`src/bnf_params.svh`:
```
`ifndef BNF_PARAMS_SVH
`define BNF_PARAMS_SVH

// Register byte offsets.
`define BNF_OFF_CTRL 8'hc0
`define BNF_OFF_STS 8'he0
`define BNF_OFF_MSK 8'he4
`define BNF_OFF_LVL 8'he8

// Control register field positions.
`define BNF_B0_EN 0
`define BNF_B0_SEL_LO 1
`define BNF_B0_SEL_HI 3
`define BNF_B0_CNT_LO 4
`define BNF_B0_CNT_HI 6
`define BNF_B0_INV 7
`define BNF_B1_EN 8
`define BNF_B1_SEL_LO 9
`define BNF_B1_SEL_HI 11
`define BNF_B1_CNT_LO 12
`define BNF_B1_CNT_HI 14
`define BNF_B1_INV 15

// Reset values and implemented control bits.
`define BNF_CTRL_RST 16'h0000
`define BNF_CTRL_MASK 16'hffff
`define BNF_STS_RST 2'h0
`define BNF_MSK_RST 2'h0

// Prescaler width covers the deepest division of 128.
`define BNF_PRE_W 7

`endif

```
`src/bnf_pkg.sv`:
```
package bnf_pkg;

	typedef enum logic [1:0] {
		BNF_RESP_OKAY = 2'h0,
		BNF_RESP_SLVERR = 2'h2
	} bnf_resp_t;

	typedef enum logic [2:0] {
		BNF_REG_NONE = 3'h0,
		BNF_REG_CTRL = 3'h1,
		BNF_REG_STS = 3'h3,
		BNF_REG_MSK = 3'h2,
		BNF_REG_LVL = 3'h6
	} bnf_reg_t;

	typedef logic [2:0] bnf_sel_t;
	typedef logic [2:0] bnf_cnt_t;
	typedef logic [6:0] bnf_pre_t;

	// A filter tick falls when the low sel bits of the free prescaler are all ones.
	function automatic logic bnf_tick(input bnf_pre_t pre, input bnf_sel_t sel);
		logic [7:0] m;
		m = (8'h01 << sel) - 8'h01;
		return &(pre | ~m[6:0]);
	endfunction

endpackage

```
`src/bnf_chan_if.sv`:
```
`timescale 1ns/10ps
interface bnf_chan_if;
	import bnf_pkg::*;
	logic en;
	bnf_sel_t sel;
	bnf_cnt_t cnt;
	logic inv;
	logic pin;
	bnf_pre_t pre;
	logic level;
	logic edge_p;

	modport ctl (output en, output sel, output cnt, output inv, output pin, output pre, input level, input edge_p);
	modport flt (input en, input sel, input cnt, input inv, input pin, input pre, output level, output edge_p);
endinterface

```
`src/bnf_filter_chan.sv`:
```
`timescale 1ns/10ps
`include "bnf_params.svh"
module bnf_filter_chan
	import bnf_pkg::*;
(
	// Clock and reset
	input wire logic aclk,
	input wire logic aresetn,
	// Channel settings and results
	bnf_chan_if.flt ch
);
	logic adj;
	logic tick;
	logic level_r;
	logic level_nxt;
	logic edge_r;
	bnf_cnt_t cnt_r;
	bnf_cnt_t cnt_nxt;

	assign adj = ch.pin ^ ch.inv;
	assign tick = bnf_tick(ch.pre, ch.sel);

	always_comb
	begin
		level_nxt = level_r;
		cnt_nxt = cnt_r;
		if (!ch.en)
		begin
			level_nxt = adj;
			cnt_nxt = 3'h0;
		end
		else if (tick)
		begin
			if (adj == level_r)
				cnt_nxt = 3'h0;
			else if (cnt_r == ch.cnt)
			begin
				level_nxt = adj;
				cnt_nxt = 3'h0;
			end
			else
				cnt_nxt = cnt_r + 3'h1;
		end
	end

	always_ff @(posedge aclk)
	begin
		if (!aresetn)
		begin
			level_r <= 1'b0;
			cnt_r <= 3'h0;
			edge_r <= 1'b0;
		end
		else
		begin
			level_r <= level_nxt;
			cnt_r <= cnt_nxt;
			edge_r <= level_nxt & ~level_r;
		end
	end

	assign ch.level = level_r;
	assign ch.edge_p = edge_r;
endmodule

```
`src/bnf_top.sv`:
```
// Functional notes
// - Brake 1 clock select codes 010..111 divide bus clock by 4 to 128.
// - Brake 1 codes 000 and 001 give undivided clock and divide by 2.
// - Brake 1 enable bit 8 routes input through filter; clear bypasses it.
// - Brake 0 inverse clear: rising edge or high level is a brake.
// - Brake 0 inverse set: falling edge or low level is a brake.
// - Brake 0 counter counts zero to count field bits 6:4 on filter ticks.
// - Brake 0 select bits 3:1 divide bus clock by two to the code.
// - Brake 1 counter counts zero to count field bits 14:12 on its ticks.
//
// The implementer's own choices: the placing of the registers and the AXI4-Lite register port.
`timescale 1ns/10ps
`include "bnf_params.svh"
module bnf_top
	import bnf_pkg::*;
(
	// Clock and reset
	input wire logic aclk,
	input wire logic aresetn,
	// AXI4-Lite write address and data
	input wire logic [7:0] awaddr,
	input wire logic awvalid,
	output logic awready,
	input wire logic [31:0] wdata,
	input wire logic [3:0] wstrb,
	input wire logic wvalid,
	output logic wready,
	// AXI4-Lite write response
	output logic [1:0] bresp,
	output logic bvalid,
	input wire logic bready,
	// AXI4-Lite read
	input wire logic [7:0] araddr,
	input wire logic arvalid,
	output logic arready,
	output logic [31:0] rdata,
	output logic [1:0] rresp,
	output logic rvalid,
	input wire logic rready,
	// Brake input pins
	input wire logic brake_input_pin0,
	input wire logic brake_input_pin1,
	// Filtered brake results for the detector
	output logic brake0_level,
	output logic brake1_level,
	output logic brake0_edge,
	output logic brake1_edge,
	// Interrupt
	output logic irq
);
	logic [15:0] ctrl_r;
	logic [1:0] sts_r;
	logic [1:0] msk_r;
	bnf_pre_t pre_r;
	logic wr_go;
	logic rd_go;
	logic bvalid_r;
	logic rvalid_r;
	bnf_resp_t bresp_r;
	bnf_resp_t rresp_r;
	logic [31:0] rdata_r;
	bnf_reg_t wsel;
	bnf_reg_t rsel;
	logic [15:0] wmask;
	logic [1:0] edges;
	logic [1:0] w1c;

	bnf_chan_if ch0();
	bnf_chan_if ch1();

	function automatic bnf_reg_t bnf_decode(input logic [7:0] a);
		if (a == `BNF_OFF_CTRL)
			return BNF_REG_CTRL;
		else if (a == `BNF_OFF_STS)
			return BNF_REG_STS;
		else if (a == `BNF_OFF_MSK)
			return BNF_REG_MSK;
		else if (a == `BNF_OFF_LVL)
			return BNF_REG_LVL;
		else
			return BNF_REG_NONE;
	endfunction

	// One write and one read at a time: a new request waits until the last answer is taken.
	assign wr_go = awvalid & wvalid & ~bvalid_r;
	assign rd_go = arvalid & ~rvalid_r;
	assign awready = wr_go;
	assign wready = wr_go;
	assign arready = rd_go;
	assign wsel = bnf_decode(awaddr);
	assign rsel = bnf_decode(araddr);
	assign wmask = {{8{wstrb[1]}}, {8{wstrb[0]}}};

	always_ff @(posedge aclk)
	begin
		if (!aresetn)
			ctrl_r <= `BNF_CTRL_RST;
		else if (wr_go && wsel == BNF_REG_CTRL)
			ctrl_r <= ((ctrl_r & ~wmask) | (wdata[15:0] & wmask)) & `BNF_CTRL_MASK;
	end

	always_ff @(posedge aclk)
	begin
		if (!aresetn)
			msk_r <= `BNF_MSK_RST;
		else if (wr_go && wsel == BNF_REG_MSK && wstrb[0])
			msk_r <= wdata[1:0];
	end

	// A new event wins over a simultaneous write-one-to-clear.
	assign edges = {ch1.edge_p, ch0.edge_p};
	assign w1c = (wr_go && wsel == BNF_REG_STS && wstrb[0]) ? wdata[1:0] : 2'h0;

	always_ff @(posedge aclk)
	begin
		if (!aresetn)
			sts_r <= `BNF_STS_RST;
		else
			sts_r <= (sts_r & ~w1c) | edges;
	end

	always_ff @(posedge aclk)
	begin
		if (!aresetn)
			pre_r <= '0;
		else
			pre_r <= pre_r + 7'h01;
	end

	always_ff @(posedge aclk)
	begin
		if (!aresetn)
		begin
			bvalid_r <= 1'b0;
			bresp_r <= BNF_RESP_OKAY;
		end
		else if (wr_go)
		begin
			bvalid_r <= 1'b1;
			bresp_r <= (wsel == BNF_REG_NONE) ? BNF_RESP_SLVERR : BNF_RESP_OKAY;
		end
		else if (bready)
			bvalid_r <= 1'b0;
	end

	always_ff @(posedge aclk)
	begin
		if (!aresetn)
		begin
			rvalid_r <= 1'b0;
			rresp_r <= BNF_RESP_OKAY;
			rdata_r <= 32'h0;
		end
		else if (rd_go)
		begin
			rvalid_r <= 1'b1;
			rresp_r <= BNF_RESP_OKAY;
			rdata_r <= 32'h0;
			if (rsel == BNF_REG_CTRL)
				rdata_r <= {16'h0, ctrl_r};
			else if (rsel == BNF_REG_STS)
				rdata_r <= {30'h0, sts_r};
			else if (rsel == BNF_REG_MSK)
				rdata_r <= {30'h0, msk_r};
			else if (rsel == BNF_REG_LVL)
				rdata_r <= {30'h0, ch1.level, ch0.level};
			else
				rresp_r <= BNF_RESP_SLVERR;
		end
		else if (rready)
			rvalid_r <= 1'b0;
	end

	assign bvalid = bvalid_r;
	assign bresp = bresp_r;
	assign rvalid = rvalid_r;
	assign rresp = rresp_r;
	assign rdata = rdata_r;

	assign ch0.en = ctrl_r[`BNF_B0_EN];
	assign ch0.sel = ctrl_r[`BNF_B0_SEL_HI:`BNF_B0_SEL_LO];
	assign ch0.cnt = ctrl_r[`BNF_B0_CNT_HI:`BNF_B0_CNT_LO];
	assign ch0.inv = ctrl_r[`BNF_B0_INV];
	assign ch0.pin = brake_input_pin0;
	assign ch0.pre = pre_r;
	assign ch1.en = ctrl_r[`BNF_B1_EN];
	assign ch1.sel = ctrl_r[`BNF_B1_SEL_HI:`BNF_B1_SEL_LO];
	assign ch1.cnt = ctrl_r[`BNF_B1_CNT_HI:`BNF_B1_CNT_LO];
	assign ch1.inv = ctrl_r[`BNF_B1_INV];
	assign ch1.pin = brake_input_pin1;
	assign ch1.pre = pre_r;

	bnf_filter_chan u_chan0 (.aclk(aclk), .aresetn(aresetn), .ch(ch0.flt));
	bnf_filter_chan u_chan1 (.aclk(aclk), .aresetn(aresetn), .ch(ch1.flt));

	assign brake0_level = ch0.level;
	assign brake1_level = ch1.level;
	assign brake0_edge = ch0.edge_p;
	assign brake1_edge = ch1.edge_p;
	assign irq = |(sts_r & msk_r);
endmodule

```
`config.mk`:
```
export PLATFORM = sky130hd
export DESIGN_NAME = bnf_top
export DESIGN_NICKNAME = d
export VERILOG_FILES = /design/src/bnf_pkg.sv /design/src/bnf_chan_if.sv /design/src/bnf_filter_chan.sv /design/src/bnf_top.sv
export VERILOG_INCLUDE_DIRS = /design/src
export SDC_FILE = /design/constraint.sdc
export NUM_CORES = 1
export LEC_CHECK = 0
export BUFFER_PORTS_ARGS = -buffer_cell sky130_fd_sc_hd__buf_2
export CELL_PAD_IN_SITES_DETAIL_PLACEMENT = 0
export CELL_PAD_IN_SITES_GLOBAL_PLACEMENT = 2
export CORE_MARGIN = 2
export CORE_UTILIZATION = 30
export CTS_CLUSTER_DIAMETER = 150
export DETAILED_ROUTE_END_ITERATION = 10
export HOLD_SLACK_MARGIN = 0.06
export PLACE_DENSITY = 0.81
export SKIP_LAST_GASP = 1
export SLEW_MARGIN = 20
export SYNTH_ARGS = -nofsm -noshare
export SYNTH_HDL_FRONTEND = slang
export SYNTH_HIERARCHICAL = 1
export SYNTH_SLANG_ARGS = --single-unit
```
`constraint.sdc`:
```
create_clock -name aclk -period 4.7 [get_ports aclk]
set_input_delay 0.94 -clock aclk [delete_from_list [all_inputs] [get_ports aclk]]
set_output_delay 0.94 -clock aclk [all_outputs]
set_load 0.01 [all_outputs]
```
==> results summary <==
In the final routed layout, each cell accounts on average for 12.17 um. The post-synthesis register bit count is 57. The total I/O pin count came out at about 110. Summed over all layers, the global routing overflow is 0. Across the VDD grid, the largest voltage drop is ~0.00014 V. The data required time at the worst endpoint is roughly 3.8 ns. The wire length reported by the detailed router is roughly 6600 um.

Clock-pin slew was measured on the worst setup and hold paths at 0.07 ns. The run finished with clean final reports. The number of levels in the clock H-tree came out at 3.

The switching share of power is roughly 23%. The worst hold path terminates at rdata[12]. At the end of routability-driven placement, the weighted congestion stood at 0.7564. The area overhead of the layout relative to synthesis came out at 20.04%.

The leading cell type by number of instances after synthesis is sky130_fd_sc_hd__dfxtp_1. The worst setup path is captured at a primary output. The count of clock tree sinks came out at 57. The residual antenna-violating net count after detailed routing came out at 0. The synthesized netlist devotes approximately 26% of its cell area to simple gates.

CTS placed an instance of sky130_fd_sc_hd__clkbuf_8 at the clock tree root. The detailed router finished its first iteration with 65 violations. In this run the power density over the cells is between 300 and 400 mW/mm2.

The final critical path takes up a little under three fifths of the cycle. The clock share of power is 48.8%. By area, the combinational part of the netlist is dominated by simple AND/OR/NAND/NOR gates.

The slew of the pin with the lowest slew margin is about 0.65 ns. The via density per instance came out at between 4 and 5. The full die area came out at 0.01065 mm2.

The share of cells above drive strength 1 is between 20% and 30%. Subtracting the final worst setup slack from the clock period gives ~2.6 ns. Synthesis produced a netlist whose cell count is between 300 and 400. The synthesized netlist devotes 4.449% of its cell area to XOR and XNOR gates. The post-synthesis adder-cell area fraction came out at 1.610%. The total net switching power is 260.7 uW.

TritonCTS built the clock tree. The insertion delay of the later-clocked pin in the worst-skew pair came out at between 0.3 and 0.4 ns. The part of the power in registers came out at between 40% and 50%. By count the netlist is led by sky130_fd_sc_hd__dfxtp_1, sky130_fd_sc_hd__nand2_1, sky130_fd_sc_hd__nand3_1. The total number of vias came out at around 2500. The number of antenna violations at the first check in global routing came to 0. The number of antenna repair diodes came out at 0. Across all register-to-register paths, the minimum setup slack is approximately 3.0 ns. The max-slew violation total from the final report came out at 0.

The detailed-route DRC error count came out at 0. The global-route wire length before repair is ~11000 um. Setup violations remaining at the end of the flow were counted as 0. The biggest area contributor in the post-synthesis netlist is sky130_fd_sc_hd__dfxtp_1. The number of buffers created by CTS came out at 9. The horizontal die dimension is slightly above 100 um. After routing, the total negative slack on setup checks comes to 0 ns. The final count of hold timing violations is 0. After the last flow step, the layout net total stands at 468. In this run the worst hold path is classified as flip-flop to flip-flop. The number of cells on the worst reg-to-reg path is 5. By startpoint and endpoint, the worst setup path is classified as primary input to primary output. The number of buffers between clock root and the deepest sink came out at 2. From bottom edge to top edge, the die measures ~100 um.

The most used flip-flop cell after synthesis is sky130_fd_sc_hd__dfxtp_1. The number of hold buffers added after CTS is 0. The area of the core came out at slightly below 0.01 mm2. Of the post-synthesis cell area, the part taken by muxes is 1.356%.

The wire-length estimate of the detail-placed layout is about 4900 um. The synthesized-area fraction occupied by ao, oa, aoi and oai cells came out at around 18%. Combinational logic is responsible for slightly below 8% of the overall power. The count of buffers added by post-CTS timing repair for setup is 0. The max capacitance violation total came out at 0. Summed over all cells, the static leakage comes to 1.490 nW. Setup repair after global routing left no endpoint under its margin. The top achievable clock speed is about 380 MHz. The number of different library cells used by synthesis comes to 51. Port buffering added 70 buffers.

Global routing consumed, over all layers together, between 10% and 20% of the routing resources. The via count of the first global-routing pass is around 2200. After synthesis, the cell types taking the most area are sky130_fd_sc_hd__dfxtp_1, sky130_fd_sc_hd__buf_4, sky130_fd_sc_hd__nand2_1. The length of the first detailed-routing pass in iterations came out at 4. The tightest hold margin came out at about 0.45 ns. For this run, the number of Yosys warnings is 6. For the final database, setup skew stands at 0.009195 ns. The worst slew margin relative to its limit is a little under three fifths. The maximum fanout along the worst path came out at 18. The row count is 36. The cell depth of the worst hold path is 2. The minimum setup slack in the final design is roughly 2.1 ns. The number of synthesized flops with an enable pin came out at 0. The worst setup path is launched from a primary input. The internal portion of the total power is a little under 900 uW. In this run the most critical hold path is launched from rdata[12].

Data arrives at the worst endpoint at around 1.7 ns. The average footprint of a synthesized cell is just under 9 um2. The startpoint identified for the worst register-to-register timing path is ch0.pre[0]. For this run, the register share of the synthesized area comes to between 30% and 40%. The post-synthesis instance area came out at 0.002953 mm2. The initial core utilization came out at around 30%. The fraction of post-synthesis cell area in the top cell type by area is about two fifths.

In this run, post-CTS repair resized a total of 0 instances. The end of the worst register-to-register path is u_chan1/ch.edge_p. The post-place setup slack is 2.073 ns. The proportion of register bits with asynchronous set or reset after synthesis is 0%. The largest net degree at the start of global routing came out at between 70 and 80.
[per-layer routing]
layer | routed length, um | track usage, % | up-vias
met3 | 424 | 3.293 | 12
li1 | - | - | 1278
met5 | 0 | 0 | -
met2 | 2804 | 19.38 | 65
met4 | 135 | 6.073 | 0
met1 | 3231 | 17.57 | 1104
[logic make-up (layout without fill, tap and decap cells)]
logic type                 Yosys count  after routing
AOI/OAI and AO/OA                   81             81
xor gates and xnor gates            15             15
adders and majority gates            4              4
buffers and inverters               48            101
DFF                                 57             57
muxes                                4              4
other                                1             18
and+or+nand+nor                    129            129
[power by group through the flow]
stage | clock network, mW | logic (mW) | registers [mW]
after global placement | 0 | 0.0897 | 0.510
final | 0.562 | 0.0903 | 0.499
after detailed placement | 0 | 0.0912 | 0.510
after floorplan | 0 | 0.0679 | 0.509
after global routing | 0.597 | 0.102 | 0.500
after CTS | 0.574 | 0.0914 | 0.499
[worst max-delay path by stage]
stage | startpoint | to | slack [ns] | cells past startpoint
floorplan | awvalid | wready | 2.37 | 3
finish | arvalid | arready | 2.09 | 5
detailed placement | arvalid | arready | 2.07 | 5
CTS | arvalid | arready | 2.07 | 5
global route | arvalid | arready | 2.02 | 5
global placement | arvalid | arready | 2.08 | 5
[cell usage in the layout, fill, tap and decap left out, drive strengths merged, types with 10 or more instances in the layout]
master  instances
o21ai          38
a21oi          15
conb           18
dfxtp          57
inv            14
a21boi         14
buf            71
nand2          40
clkbuf         10
nand3          40
[worst max-delay path: stages]
cell                       delay [ns]
sky130_fd_sc_hd__buf_2           0.08
sky130_fd_sc_hd__nand2b_1        0.05
sky130_fd_sc_hd__buf_4           0.20
sky130_fd_sc_hd__inv_4           0.21
sky130_fd_sc_hd__buf_2           0.18
[area by class of cell]
| cell class | count | area (um2) |
|---|---|---|
| tap | 133 | 166.4 |
| multi-input combinational | 251 | 1579 |
| fill | 1025 | 6140 |
| clock inverter | 6 | 105.1 |
| sequential | 57 | 1141 |
| timing repair buffer | 71 | 360.3 |
| clock buffer | 10 | 137.6 |
| inverter | 14 | 55.05 |
[metrics by stage]
stage                     instance area, um2  power [mW]  cells  util [%]
after floorplan                         3017      0.5772    356         -
after detailed placement                3299      0.6008    526     34.07
after global routing                    3545       1.198    542     36.60
after global placement                  3299      0.5993    526     34.07
after CTS                               3542       1.164    542     36.58
final                                   3545       1.151    542     36.60
Power figures use the tool's default switching activity.
